==> src/rtl/wsr_map.svh <==
// Offsets, field positions, reset values and counts of the status responder
`ifndef WSR_MAP_SVH
`define WSR_MAP_SVH

// ----------------------------------------------------------------
// Register offsets (byte addresses)
// ----------------------------------------------------------------
`define WSR_REG_CTRL 8'h00
`define WSR_REG_STATUS 8'h04
`define WSR_REG_TXPWR 8'h08
`define WSR_REG_PWR 8'h0c
`define WSR_REG_RUNTIME 8'h10
`define WSR_REG_NAMELEN 8'h14
`define WSR_STORE_BASE 8'h40
`define WSR_STORE_LAST 8'h8c
`define WSR_STORE_WORDS 20

// ----------------------------------------------------------------
// Reset values
// ----------------------------------------------------------------
`define WSR_CTRL_RST 4'h2
`define WSR_TXPWR_RST 8'h00

// ----------------------------------------------------------------
// Field positions
// ----------------------------------------------------------------
`define WSR_CTRL_WAKE 0
`define WSR_CTRL_SELF 1
`define WSR_CTRL_RECH 2
`define WSR_CTRL_CHG 3
`define WSR_FEAT_PN_BIT 4

// ----------------------------------------------------------------
// Request coding and response lengths
// ----------------------------------------------------------------
`define WSR_REQ_TYPE_IN 8'h80
`define WSR_GET_STATUS 8'h00
`define WSR_FEAT_POWER_IND 8'h04
`define WSR_LEN_STD 7'h02
`define WSR_LEN_FEAT 7'h01
`define WSR_LEN_CHAN 7'h01
`define WSR_LEN_TXP 7'h02
`define WSR_LEN_PWR 7'h06
`define WSR_ID_BYTES 7'h10
`define WSR_NAME_MAX 7'h40

`endif

==> src/rtl/wsr_pkg.sv <==
// Types shared by the status responder files
package wsr_pkg;

  typedef enum logic [2:0] {
    SEL_STD = 3'h0,
    SEL_FEAT = 3'h1,
    SEL_CHAN = 3'h2,
    SEL_RSV3 = 3'h3,
    SEL_RSV4 = 3'h4,
    SEL_TXP = 3'h5,
    SEL_PWR = 3'h6,
    SEL_HOST = 3'h7
  } wsr_sel_t;

  typedef enum logic [1:0] {
    ST_IDLE = 2'h0,
    ST_SEND = 2'h1
  } wsr_state_t;

  typedef struct packed {
    logic [7:0] req_type;
    logic [7:0] request;
    logic [15:0] value;
    logic [15:0] index;
    logic [15:0] length;
  } wsr_setup_t;

  typedef struct packed {
    logic psel;
    logic penable;
    logic pwrite;
    logic [7:0] paddr;
    logic [31:0] pwdata;
  } wsr_apb_req_t;

endpackage : wsr_pkg

==> src/rtl/wsr_pin_sync.sv <==
// Three-stage synchroniser that accepts a change once stages two and three agree
module wsr_pin_sync (
  // Clock and reset
  input wire logic clk_in,
  input wire logic resetn_in,
  // Pin and filtered level
  input wire logic pin_in,
  output logic level_out
);

  logic s1_ff;
  logic s2_ff;
  logic s3_ff;

  always_ff @(posedge clk_in) begin
    if (!resetn_in) begin
      s1_ff <= 1'b0;
      s2_ff <= 1'b0;
      s3_ff <= 1'b0;
    end else begin
      s1_ff <= pin_in;
      s2_ff <= s1_ff;
      s3_ff <= s2_ff;
    end
  end

  always_ff @(posedge clk_in) begin
    if (!resetn_in) begin
      level_out <= 1'b0;
    end else if (s2_ff == s3_ff) begin
      level_out <= s3_ff;
    end
  end

endmodule : wsr_pin_sync

==> src/rtl/wsr_host_store.sv <==
// Word store for the other host's identity key and display name
`include "wsr_map.svh"
module wsr_host_store (
  // Clock
  input wire logic clk_in,
  // Word write port
  input wire logic we_in,
  input wire logic [4:0] waddr_in,
  input wire logic [31:0] wdata_in,
  // Word read port
  input wire logic [4:0] raddr_in,
  output logic [31:0] rword_out,
  // Byte read port, little-endian within a word
  input wire logic [6:0] rbyte_addr_in,
  output logic [7:0] rbyte_out
);

  logic [31:0] mem [`WSR_STORE_WORDS];
  logic [31:0] bword;

  always_ff @(posedge clk_in) begin
    if (we_in) begin
      mem[waddr_in] <= wdata_in;
    end
  end

  assign rword_out = mem[raddr_in];
  assign bword = mem[rbyte_addr_in[6:2]];
  assign rbyte_out = bword[{rbyte_addr_in[1:0], 3'b000} +: 8];

endmodule : wsr_host_store

==> src/rtl/wsr_responder.sv <==
// Extended status request responder with APB register file
//
// Our own choices: the address map and the APB interface to the registers.
`include "wsr_map.svh"
// Summary of operation
// - Standard status returns two bytes, self-powered in D0, wake in D1.
// - The self-powered flag is reported as one unless software changes it.
// - Bit D2 of the standard status byte shows battery supply.
// - Feature requests never alter the battery indication.
// - Feature status returns one byte with power notice enable in D4.
// - All feature flags clear at power-up and at every device reset.
// - Feature set enables power notices, feature clear disables them.
// - Channel info returns the link quality of the last management packet.
// - Transmit power returns notice power steps and a reserved zero byte.
// - Power status returns percent available then 16-bit run time.
// - Power status bytes 3 and 4 hold warning and critical percentages.
// - Power status byte 5 is the charge bitmap with bits 7:2 zero.
// - Other-host status starts with the 16-byte host identity key.
// - The display name follows at offset 16, 0000H to 0040H long.
// - wIndex picks the response; encodings 3 and 4 are reserved.
module wsr_responder
  import wsr_pkg::*;
(
  // Clock and reset
  input wire logic clk_in,
  input wire logic resetn_in,
  // APB slave
  input wire wsr_apb_req_t apb_in,
  output logic [31:0] prdata_out,
  output logic pready_out,
  output logic pslverr_out,
  // Setup packet of a status request
  input wire logic setup_valid_in,
  input wire wsr_setup_t setup_in,
  // Data stage byte stream
  input wire logic rsp_ready_in,
  output logic rsp_valid_out,
  output logic [7:0] rsp_byte_out,
  output logic rsp_last_out,
  output logic stall_out,
  // Feature requests
  input wire logic feat_set_in,
  input wire logic feat_clr_in,
  input wire logic [7:0] feat_sel_in,
  output logic power_notice_en_out,
  // Link quality of received management packets
  input wire logic lq_valid_in,
  input wire logic [7:0] link_quality_value_in,
  // Supply sense pin
  input wire logic battery_pin_in
);

  // ----------------------------------------------------------------
  // State
  // ----------------------------------------------------------------
  logic [3:0] ctrl_ff;
  logic [7:0] notice_tx_power_steps_ff;
  logic [7:0] available_power_percent_ff;
  logic [7:0] warning_power_percent_ff;
  logic [7:0] critical_power_percent_ff;
  logic [15:0] remaining_run_time_ff;
  logic [6:0] name_len_ff;
  logic [7:0] link_quality_value_ff;
  logic battery_lvl;
  wsr_state_t state_ff;
  wsr_sel_t sel_ff;
  logic [6:0] cnt_ff;
  logic [6:0] idx_ff;
  logic [6:0] pos_ff;
  logic [7:0] charge_state_bitmap;
  logic [7:0] store_byte;
  logic [31:0] store_word;
  logic [7:0] nxt_byte;
  logic [6:0] resp_len;
  logic [31:0] rd_data;
  logic rd_hit;
  logic store_hit;
  logic [7:0] store_off;
  logic apb_setup;
  logic apb_wr;
  logic req_legal;

  assign apb_setup = apb_in.psel & ~apb_in.penable;
  assign apb_wr = apb_in.psel & apb_in.penable & pready_out & apb_in.pwrite;
  assign store_off = apb_in.paddr - `WSR_STORE_BASE;
  assign store_hit = (apb_in.paddr >= `WSR_STORE_BASE) &&
                     (apb_in.paddr <= `WSR_STORE_LAST);

  // ----------------------------------------------------------------
  // Submodules
  // ----------------------------------------------------------------
  // Pin sense is asynchronous; a glitch must not reach a reply byte
  wsr_pin_sync u_batt (
    .clk_in(clk_in),
    .resetn_in(resetn_in),
    .pin_in(battery_pin_in),
    .level_out(battery_lvl)
  );

  wsr_host_store u_store (
    .clk_in(clk_in),
    .we_in(apb_wr & store_hit),
    .waddr_in(store_off[6:2]),
    .wdata_in(apb_in.pwdata),
    .raddr_in(store_off[6:2]),
    .rword_out(store_word),
    .rbyte_addr_in(idx_ff),
    .rbyte_out(store_byte)
  );

  // ----------------------------------------------------------------
  // APB register file
  // ----------------------------------------------------------------
  always_comb begin
    rd_hit = 1'b1;
    rd_data = 32'h0;
    case (apb_in.paddr)
      `WSR_REG_CTRL: rd_data = {28'h0, ctrl_ff};
      `WSR_REG_STATUS: begin
        rd_data = {16'h0, link_quality_value_ff, 6'h0,
                   power_notice_en_out, battery_lvl};
      end
      `WSR_REG_TXPWR: rd_data = {24'h0, notice_tx_power_steps_ff};
      `WSR_REG_PWR: begin
        rd_data = {8'h0, critical_power_percent_ff,
                   warning_power_percent_ff, available_power_percent_ff};
      end
      `WSR_REG_RUNTIME: rd_data = {16'h0, remaining_run_time_ff};
      `WSR_REG_NAMELEN: rd_data = {25'h0, name_len_ff};
      default: begin
        rd_hit = store_hit;
        rd_data = store_hit ? store_word : 32'h0;
      end
    endcase
  end

  // Zero wait state: the answer is registered in the setup cycle
  always_ff @(posedge clk_in) begin
    if (!resetn_in) begin
      pready_out <= 1'b0;
      pslverr_out <= 1'b0;
      prdata_out <= 32'h0;
    end else begin
      pready_out <= apb_setup;
      pslverr_out <= apb_setup & ~rd_hit;
      prdata_out <= (apb_setup && !apb_in.pwrite) ? rd_data : 32'h0;
    end
  end

  // Self-powered resets to one since the device counts as self-powered
  always_ff @(posedge clk_in) begin
    if (!resetn_in) begin
      ctrl_ff <= `WSR_CTRL_RST;
      notice_tx_power_steps_ff <= `WSR_TXPWR_RST;
      available_power_percent_ff <= 8'h00;
      warning_power_percent_ff <= 8'h00;
      critical_power_percent_ff <= 8'h00;
      remaining_run_time_ff <= 16'h0000;
      name_len_ff <= 7'h00;
    end else if (apb_wr) begin
      case (apb_in.paddr)
        `WSR_REG_CTRL: ctrl_ff <= apb_in.pwdata[3:0];
        `WSR_REG_TXPWR: notice_tx_power_steps_ff <= apb_in.pwdata[7:0];
        `WSR_REG_PWR: begin
          available_power_percent_ff <= apb_in.pwdata[7:0];
          warning_power_percent_ff <= apb_in.pwdata[15:8];
          critical_power_percent_ff <= apb_in.pwdata[23:16];
        end
        `WSR_REG_RUNTIME: remaining_run_time_ff <= apb_in.pwdata[15:0];
        `WSR_REG_NAMELEN: begin
          // Longer names are clipped to the largest legal length
          name_len_ff <= (apb_in.pwdata[31:0] > 32'h40) ?
                         `WSR_NAME_MAX : apb_in.pwdata[6:0];
        end
        default: ;
      endcase
    end
  end

  // ----------------------------------------------------------------
  // Features and link quality
  // ----------------------------------------------------------------
  // Set wins over a clear in the same cycle; battery bit is not touched
  always_ff @(posedge clk_in) begin
    if (!resetn_in) begin
      power_notice_en_out <= 1'b0;
    end else if (feat_set_in && feat_sel_in == `WSR_FEAT_POWER_IND) begin
      power_notice_en_out <= 1'b1;
    end else if (feat_clr_in && feat_sel_in == `WSR_FEAT_POWER_IND) begin
      power_notice_en_out <= 1'b0;
    end
  end

  always_ff @(posedge clk_in) begin
    if (!resetn_in) begin
      link_quality_value_ff <= 8'h00;
    end else if (lq_valid_in) begin
      link_quality_value_ff <= link_quality_value_in;
    end
  end

  // ----------------------------------------------------------------
  // Response formatting
  // ----------------------------------------------------------------
  // Charging is meaningless without a rechargeable supply, so masked
  assign charge_state_bitmap = {6'h0,
    ctrl_ff[`WSR_CTRL_CHG] & ctrl_ff[`WSR_CTRL_RECH],
    ctrl_ff[`WSR_CTRL_RECH]};

  always_comb begin
    resp_len = 7'h00;
    case (setup_in.index[2:0])
      SEL_STD: resp_len = `WSR_LEN_STD;
      SEL_FEAT: resp_len = `WSR_LEN_FEAT;
      SEL_CHAN: resp_len = `WSR_LEN_CHAN;
      SEL_TXP: resp_len = `WSR_LEN_TXP;
      SEL_PWR: resp_len = `WSR_LEN_PWR;
      SEL_HOST: resp_len = `WSR_ID_BYTES + name_len_ff;
      default: resp_len = 7'h00;
    endcase
  end

  always_comb begin
    nxt_byte = 8'h00;
    case (sel_ff)
      SEL_STD: begin
        if (idx_ff == 7'h0) begin
          nxt_byte = {5'h0, battery_lvl, ctrl_ff[`WSR_CTRL_WAKE],
                      ctrl_ff[`WSR_CTRL_SELF]};
        end
      end
      SEL_FEAT: begin
        nxt_byte[`WSR_FEAT_PN_BIT] = power_notice_en_out;
      end
      SEL_CHAN: nxt_byte = link_quality_value_ff;
      SEL_TXP: begin
        if (idx_ff == 7'h0) begin
          nxt_byte = notice_tx_power_steps_ff;
        end
      end
      SEL_PWR: begin
        case (idx_ff[2:0])
          3'h0: nxt_byte = available_power_percent_ff;
          3'h1: nxt_byte = remaining_run_time_ff[7:0];
          3'h2: nxt_byte = remaining_run_time_ff[15:8];
          3'h3: nxt_byte = warning_power_percent_ff;
          3'h4: nxt_byte = critical_power_percent_ff;
          3'h5: nxt_byte = charge_state_bitmap;
          default: nxt_byte = 8'h00;
        endcase
      end
      // Key occupies store bytes 0..15, the name follows it directly
      SEL_HOST: nxt_byte = store_byte;
      default: nxt_byte = 8'h00;
    endcase
  end

  // Host relies on type 80H and wValue zero; anything else is refused
  assign req_legal = (setup_in.req_type == `WSR_REQ_TYPE_IN) &&
                     (setup_in.request == `WSR_GET_STATUS) &&
                     (setup_in.value == 16'h0000) &&
                     (setup_in.index[15:3] == 13'h0) &&
                     (setup_in.index[2:0] != SEL_RSV3) &&
                     (setup_in.index[2:0] != SEL_RSV4);

  // ----------------------------------------------------------------
  // Data stage sequencer
  // ----------------------------------------------------------------
  // Setups arriving while a data stage runs are ignored
  always_ff @(posedge clk_in) begin
    if (!resetn_in) begin
      state_ff <= ST_IDLE;
      sel_ff <= SEL_STD;
      cnt_ff <= 7'h00;
      idx_ff <= 7'h00;
      pos_ff <= 7'h00;
      rsp_valid_out <= 1'b0;
      rsp_byte_out <= 8'h00;
      rsp_last_out <= 1'b0;
      stall_out <= 1'b0;
    end else begin
      stall_out <= 1'b0;
      case (state_ff)
        ST_IDLE: begin
          if (setup_valid_in && req_legal) begin
            sel_ff <= wsr_sel_t'(setup_in.index[2:0]);
            cnt_ff <= (setup_in.length < {9'h0, resp_len}) ?
                      setup_in.length[6:0] : resp_len;
            idx_ff <= 7'h00;
            state_ff <= ST_SEND;
          end else if (setup_valid_in) begin
            stall_out <= 1'b1;
          end
        end
        ST_SEND: begin
          if (!rsp_valid_out || rsp_ready_in) begin
            if (idx_ff < cnt_ff) begin
              rsp_valid_out <= 1'b1;
              rsp_byte_out <= nxt_byte;
              rsp_last_out <= (idx_ff == cnt_ff - 7'h1);
              pos_ff <= idx_ff;
              idx_ff <= idx_ff + 7'h1;
            end else begin
              rsp_valid_out <= 1'b0;
              rsp_last_out <= 1'b0;
              state_ff <= ST_IDLE;
            end
          end
        end
        default: state_ff <= ST_IDLE;
      endcase
    end
  end
endmodule : wsr_responder

==> config.mk <==
export PLATFORM = sky130hd
export DESIGN_NAME = wsr_responder
export DESIGN_NICKNAME = d
export VERILOG_FILES = /design/src/rtl/wsr_pkg.sv /design/src/rtl/wsr_pin_sync.sv /design/src/rtl/wsr_host_store.sv /design/src/rtl/wsr_responder.sv
export VERILOG_INCLUDE_DIRS = /design/src /design/src/rtl
export SDC_FILE = /design/constraint.sdc
export NUM_CORES = 1
export LEC_CHECK = 0
export ABC_CLOCK_PERIOD_IN_PS = 4400
export BUFFER_PORTS_ARGS = -buffer_cell sky130_fd_sc_hd__buf_4
export CAP_MARGIN = 20
export CORE_UTILIZATION = 38
export DETAILED_ROUTE_END_ITERATION = 10
export GPL_TIMING_DRIVEN = 0
export PLACE_DENSITY = 0.65
export SLEW_MARGIN = 15
export SYNTH_ARGS = -nofsm -noshare
export SYNTH_HDL_FRONTEND = slang
export SYNTH_SLANG_ARGS = --single-unit
==> constraint.sdc <==
create_clock -name clk_in -period 4.4 [get_ports clk_in]
set_input_delay 0.44 -clock clk_in [delete_from_list [all_inputs] [get_ports clk_in]]
set_output_delay 0.44 -clock clk_in [all_outputs]
set_load 0.05 [all_outputs]
==> reports/results.ini, run 1 <==
[status]
outcome = finished, violations left
violations = negative setup slack

[drt]
viasPerCell = 6.62
via_count = 25700
ant_nets = 0
drtIter0Drc = 4272
postRouteWirelength_um = 142000
wire_per_inst_um = 36.5
drc = 0
first_pass_iters = 7

[yosys]
yosysWarningCount = 0
yosys.area.top_type = edfxtp_1
syn_nets = 2402
synth_top_area_share = 0.531
seq_area_frac_synth = 0.609
synthTopCellsByArea = edfxtp_1 (53%), mux4_2 (20%), dfxtp_1 (7.7%)
synth_most_common_cell = edfxtp_1
yosysUniqueCellTypes = 75
synthTopCellsByCount = edfxtp_1 (640), mux4_2 (316), nand2_1 (144), dfxtp_1 (140), mux2i_1 (118)
async_reset_ff_frac = 0
ys.flop_type = edfxtp_1
syn_inst = 2251
syn_area_per_cell_um2 = 16.1
synth_edf_count = 640
syn_area_mm2 = 0.0362
synth_seq_cells = 780

[die]
die_width_um = 311
rows = 112
die_y_um = 311
core_area_mm2 = 0.0937
ios = 177
die-area_mm2 = 0.0964
start_util = 0.386

[critical_path]
worstSetupStartpointType = flip-flop
endpoint_kind = flip-flop
path_max_fanout = 10
critical_path_required_ps = 4950
worstSetupPathType = reg2reg
arrival_ps = 5040

[placed_design]
placed_cell_area_mm2 = 0.0403
globalplace.congestion = 0.993
hpwl_um = 101000
portBuffers = 172
dp_slack_ps = -647
place_inst = 3726

[layout]
area.growth.synth_to_final_pct = 19.4
fin_cells = 3888
largest_register_ffs = 640
reg_top3 = u_store.mem x640, prdata_out x32, remaining_run_time_ff x16
top_register = u_store.mem
nNetsFinal = 2713
num_antenna_cells = 0
drive_gt1_frac = 0.297
final_cell_area_mm2 = 0.0432

[global_routing]
grt_remaining_overflow = 0
grt_max_degree = 27
antenna_found_initial = 7
grt_pass1_vias = 24700
grt_usage = 0.290
grt_pass1_wl_um = 196000

[worst_hold_path]
hold_class = in2reg

[timing]
min_period_ps = 4490
setup-violations-final = 4
maxSlewHeadroom = 0.111
fin_worst_skew_ps = 37.5
finalCritPeriodShare = 1.02
rsz0062_at_grt = false
hold_viol = 0
fmax_ghz = 0.223
slew_violations = 0
fin_ws_ps = -91.6
worst_slew_pin_slew_ps = 1330

[job]
drv_cap = 0

[power]
p_total_mw = 16.2
leakage_nw = 13.7
p_per_area_mw_per_mm2 = 374
ir_drop_uv = 315

[clocking]
htree_num_levels = 3
cts_root_buffer = clkbuf_16
clkTransAtPathRegs_ps = 60
clk_latency_ps = 680
clock-sinks = 780
cts_setup_buffers = 0
cts_buffers = 86
clockBufferDepth = 3
tritoncts = done

## per-stage QoR
step | TNS [ps] | util | hold WS (ps)
after detailed placement | -97690 | 0.430 | 419
after global placement | -1563960 | 0.417 | 425
final | -220 | 0.461 | 20.7
after CTS | 0 | 0.460 | 0.0236
after floorplan | 0 | - | 412
after global routing | 0 | 0.461 | 28.5
## worst max-delay path: stages, from the launching register on
cell and delay, ps:
dfxtp_1 310, buf_2 470, buf_2 520, buf_4 410, buf_2 540, buf_2 470
nand3_1 300, nor2_1 210, nor3_1 80, nand3_1 180, nand4_1 450, a311oi_1 420
## final cells by class
type | instances | area (um^2)
Clock inverter | 46 | 454
Fill cell | 8069 | 50600
Timing Repair Buffer | 224 | 2380
Tap cell | 1254 | 1570
Multi-Input combinational cell | 1291 | 13600
Sequential cell | 780 | 22000
Inverter | 20 | 75.1
Buffer | 159 | 728
Clock buffer | 114 | 2380
## cell families (layout without fill, tap and decap cells)
kind of cell | after synthesis | in the layout | synth area share
xor gates and xnor gates | 13 | 13 | 0.00315
AOI/OAI and AO/OA | 332 | 332 | 0.0620
buffers and inverters | 180 | 563 | 0.0220
and+or+nand+nor | 483 | 483 | 0.0651
adders and majority gates | 20 | 20 | 0.00692
DFF | 780 | 780 | 0.609
muxes | 443 | 443 | 0.232
## final timing paths
path              slack (ps)  cells after the start                     start                  endpoint
setup / recovery         -90                     11                 flip-flop           rsp_byte_out[5]
hold reg to reg          430                      1              u_batt.s1_ff              u_batt.s2_ff
setup reg to reg         -90                     11                 flip-flop           rsp_byte_out[5]
hold / removal            20                      3  link_quality_value_in[5]  link_quality_value_ff[5]
## power breakdown
group / internal, mW / leakage [nW] / switching [mW] / total, mW
Clock: 4.18 / 1.39 / 3.15 / 7.33
Combinational: 0.305 / 5.42 / 0.525 / 0.829
Sequential: 7.98 / 6.88 / 0.0100 / 7.99
## per-layer routing
| layer | global-route usage | vias to the layer above | wire (um) |
|---|---|---|---|
| met5 | 0 | - | 63 |
| met4 | 0.152 | 10 | 9030 |
| met3 | 0.0754 | 443 | 18500 |
| met2 | 0.440 | 2236 | 63200 |
| met1 | 0.382 | 13100 | 51100 |
| li1 | - | 9922 | - |
## cell usage in the layout (no fill, tap or decap), types with 33 or more instances in the layout
| cell type | synthesis | final |
|---|---|---|
| edfxtp_1 | 640 | 640 |
| mux4_2 | 316 | 316 |
| buf_4 | 13 | 185 |
| nand2_1 | 144 | 144 |
| dfxtp_1 | 140 | 140 |
| mux2i_1 | 118 | 118 |
| clkbuf_1 | 86 | 102 |
| nor2_1 | 114 | 97 |
| a21oi_1 | 94 | 94 |
| clkbuf_16 | 0 | 88 |
| nand3_1 | 63 | 63 |
| a22oi_1 | 60 | 60 |
| buf_2 | 51 | 53 |
| o21ai_0 | 33 | 33 |
## timing repair
action	4_1_cts	5_1_grt
gates resized for setup	2	5
endpoints found under the setup margin	3	35
hold buffers	2	0
pin swaps	0	0
endpoints found under the hold margin	2	0
Note: power is estimated with default switching activity, not from simulation.
==> inputs of run 2 (changes only) <==
--- a/config.mk
+++ b/config.mk
@@ -7,7 +7,7 @@
 export NUM_CORES = 1
 export LEC_CHECK = 0
 export ABC_CLOCK_PERIOD_IN_PS = 4400
-export BUFFER_PORTS_ARGS = -buffer_cell sky130_fd_sc_hd__buf_4
+export BUFFER_PORTS_ARGS = -buffer_cell sky130_fd_sc_hd__buf_2
 export CAP_MARGIN = 20
 export CORE_UTILIZATION = 38
 export DETAILED_ROUTE_END_ITERATION = 10
==> run 2 against run 1 <==
The flow still finishes with violations (negative setup slack); via count down 0.15%; utilization down 0.59 points; global-route usage up 0.24 points; clock power about the same; highest routed layer unchanged.
==> reports/results.ini, run 2 (synthesized netlist as in run 1, its figures left out) <==
[timing]
fin_ws_ps = -104  ; -12.8 ps
hold_ws_ps = 13.2  ; -7.51 ps
fmax_ghz = 0.222  ; -0.28%
finalCritPeriodShare = 1.02  ; +0.00290
rsz0062_at_grt = false
slew_violations = 0  ; unchanged
maxSlewHeadroom = 0.153  ; +0.0419
setup-violations-final = 40  ; +36
hold_viol = 0  ; unchanged
worst_slew_pin_slew_ps = 1270  ; -66.0 ps
setup_tns_ps = -2560  ; -2340 ps
fin_worst_skew_ps = 37.0  ; -0.521 ps
min_period_ps = 4500  ; +12.8 ps

[drt]
drc = 0  ; unchanged
first_pass_iters = 8  ; +1
drtIter0Drc = 3913  ; -8.4%
via_count = 25700  ; -0.15%
wire_per_inst_um = 36.7  ; +0.61%
viasPerCell = 6.60  ; -0.23%
postRouteWirelength_um = 143000  ; +0.69%
ant_nets = 0  ; unchanged

[clocking]
clkTransAtPathRegs_ps = 60  ; about the same
clk_latency_ps = 680  ; about the same
clockBufferDepth = 3  ; unchanged
tritoncts = done
htree_num_levels = 3  ; unchanged
cts_buffers = 87  ; +1.2%
cts_setup_buffers = 0  ; unchanged
cts_root_buffer = clkbuf_16
clock-sinks = 780  ; unchanged

[critical_path]
reg2reg_setup_slack_ps = -60  ; +30 ps
cpMostUsedCell = clkbuf_1
worstSetupStartpointType = input port
r2r-end = rsp_byte_out[6]
slowest_delay_ps = 840  ; +300 ps
arrival_ps = 4860  ; -180 ps
r2r_cells = 9  ; -2
path_max_fanout = 10  ; unchanged
worst_path_max_delay_cell = clkbuf_1
path_cells = buf_2 > clkbuf_1 > clkbuf_1 > nor3b_2 > nand2_1 > nor3_4 > buf_8
worstSetupPathType = in2reg
endpoint_kind = flip-flop
critical_path_required_ps = 4750  ; -200 ps

[global_routing]
grt_max_degree = 27  ; unchanged
grt_pass1_vias = 25000  ; +1.1%
grt_pass1_wl_um = 197000  ; +0.65%
antenna_found_initial = 8  ; +1
grt_usage = 0.292  ; +0.00236
grt_remaining_overflow = 0  ; unchanged

[placed_design]
portBuffers = 172  ; unchanged
place_inst = 3722  ; -0.11%
globalplace.congestion = 0.997  ; +0.37%
hpwl_um = 101000  ; about the same

[power]
ir_drop_uv = 296  ; -6.3%
leakage_nw = 13.5  ; -1.3%
p_per_area_mw_per_mm2 = 379  ; +1.2%

[die]
ios = 177  ; unchanged
die_y_um = 311  ; unchanged
core_area_mm2 = 0.0937  ; unchanged
rows = 112  ; unchanged
start_util = 0.386  ; unchanged
die-area_mm2 = 0.0964  ; unchanged
die_width_um = 311  ; unchanged

[layout]
final_common_cell = edfxtp_1
top_register = u_store.mem
final_core_util = 0.455  ; -0.00586
area.growth.synth_to_final_pct = 17.8
largest_register_ffs = 640  ; unchanged
final_cell_mix = edfxtp_1 (640), mux4_2 (316), buf_2 (223), nand2_1 (144), dfxtp_1 (140)
reg_top3 = u_store.mem x640, prdata_out x32, remaining_run_time_ff x16
fin_cells = 3891  ; +0.077%
drive_gt1_frac = 0.293  ; -0.00411
nNetsFinal = 2714  ; +0.037%

[job]
drv_cap = 0  ; unchanged

[worst_hold_path]
hold_class = in2reg
whs_endpoint = link_quality_value_ff[0]
min_path_cells = 3  ; unchanged
hold_start = link_quality_value_in[0]

[status]
outcome = finished, violations left
violations = negative setup slack

-- run 2: worst max path at each step --
stage,from,endpoint,slack [ps],cells past startpoint
final,apb_in[35],u_store.mem[10][27],-100,7
after global routing,apb_in[35],u_store.mem[10][27],6,7
after CTS,flip-flop,rsp_byte_out[7],5,8
after detailed placement,apb_in[35],u_store.mem[7][13],-530,9
after global placement,apb_in[35],u_store.mem[2][1],-3210,6
after floorplan,apb_in[34],u_store.mem[14][0],610,8
-- run 2: routing by layer --
layer  part of all wire  wire length (um)  global-route usage  up-vias
met1               0.36             51000               0.371    13100
met2               0.45             64600               0.447     2223
met5            0.00016                23                   0        -
met4              0.059              8410               0.155        4
li1                   -                 -                   -     9936
met3               0.13             18900              0.0932      437
-- run 2: report_power, final --
part	switching, mW	internal [mW]	total (mW)
sequential	0.0110	7.98	7.99
clock	3.13	4.22	7.35
combinational	0.524	0.271	0.794
-- run 2: repair_timing --
action / CTS / global route
hold buffers: 3 / 0
resized for setup: 2 / 4
hold endpoints to repair: 3 / 0
pin swaps: 0 / 0
setup endpoints to repair: 3 / 5
-- run 2: cell type report --
| cell class | count | area, um^2 |
|---|---|---|
| fillers | 8074 | 51100 |
| flip-flops and latches | 780 | 22000 |
| multi-input cells | 1291 | 13600 |
| clock buffers | 107 | 2270 |
| repair buffers | 223 | 1850 |
| well taps | 1254 | 1570 |
| plain buffers | 160 | 728 |
| clock inverters | 49 | 542 |
| inverters | 20 | 75.1 |
| diodes | 7 | 17.5 |
-- run 2: critical path, delay by kind of cell --
kind          cells  cell delay (ps)
buf+inv           4             2250
simple gates      3             2120
-- run 2: through the flow --
stage	total power [mW]	instance area [um^2]	setup WS [ps]
finish	16.1	42600	-104
global route	16.5	42600	5.50
CTS	16.2	42600	4.75
detailed placement	8.92	39700	-532
global placement	8.90	38600	-3210
floorplan	8.52	36200	613
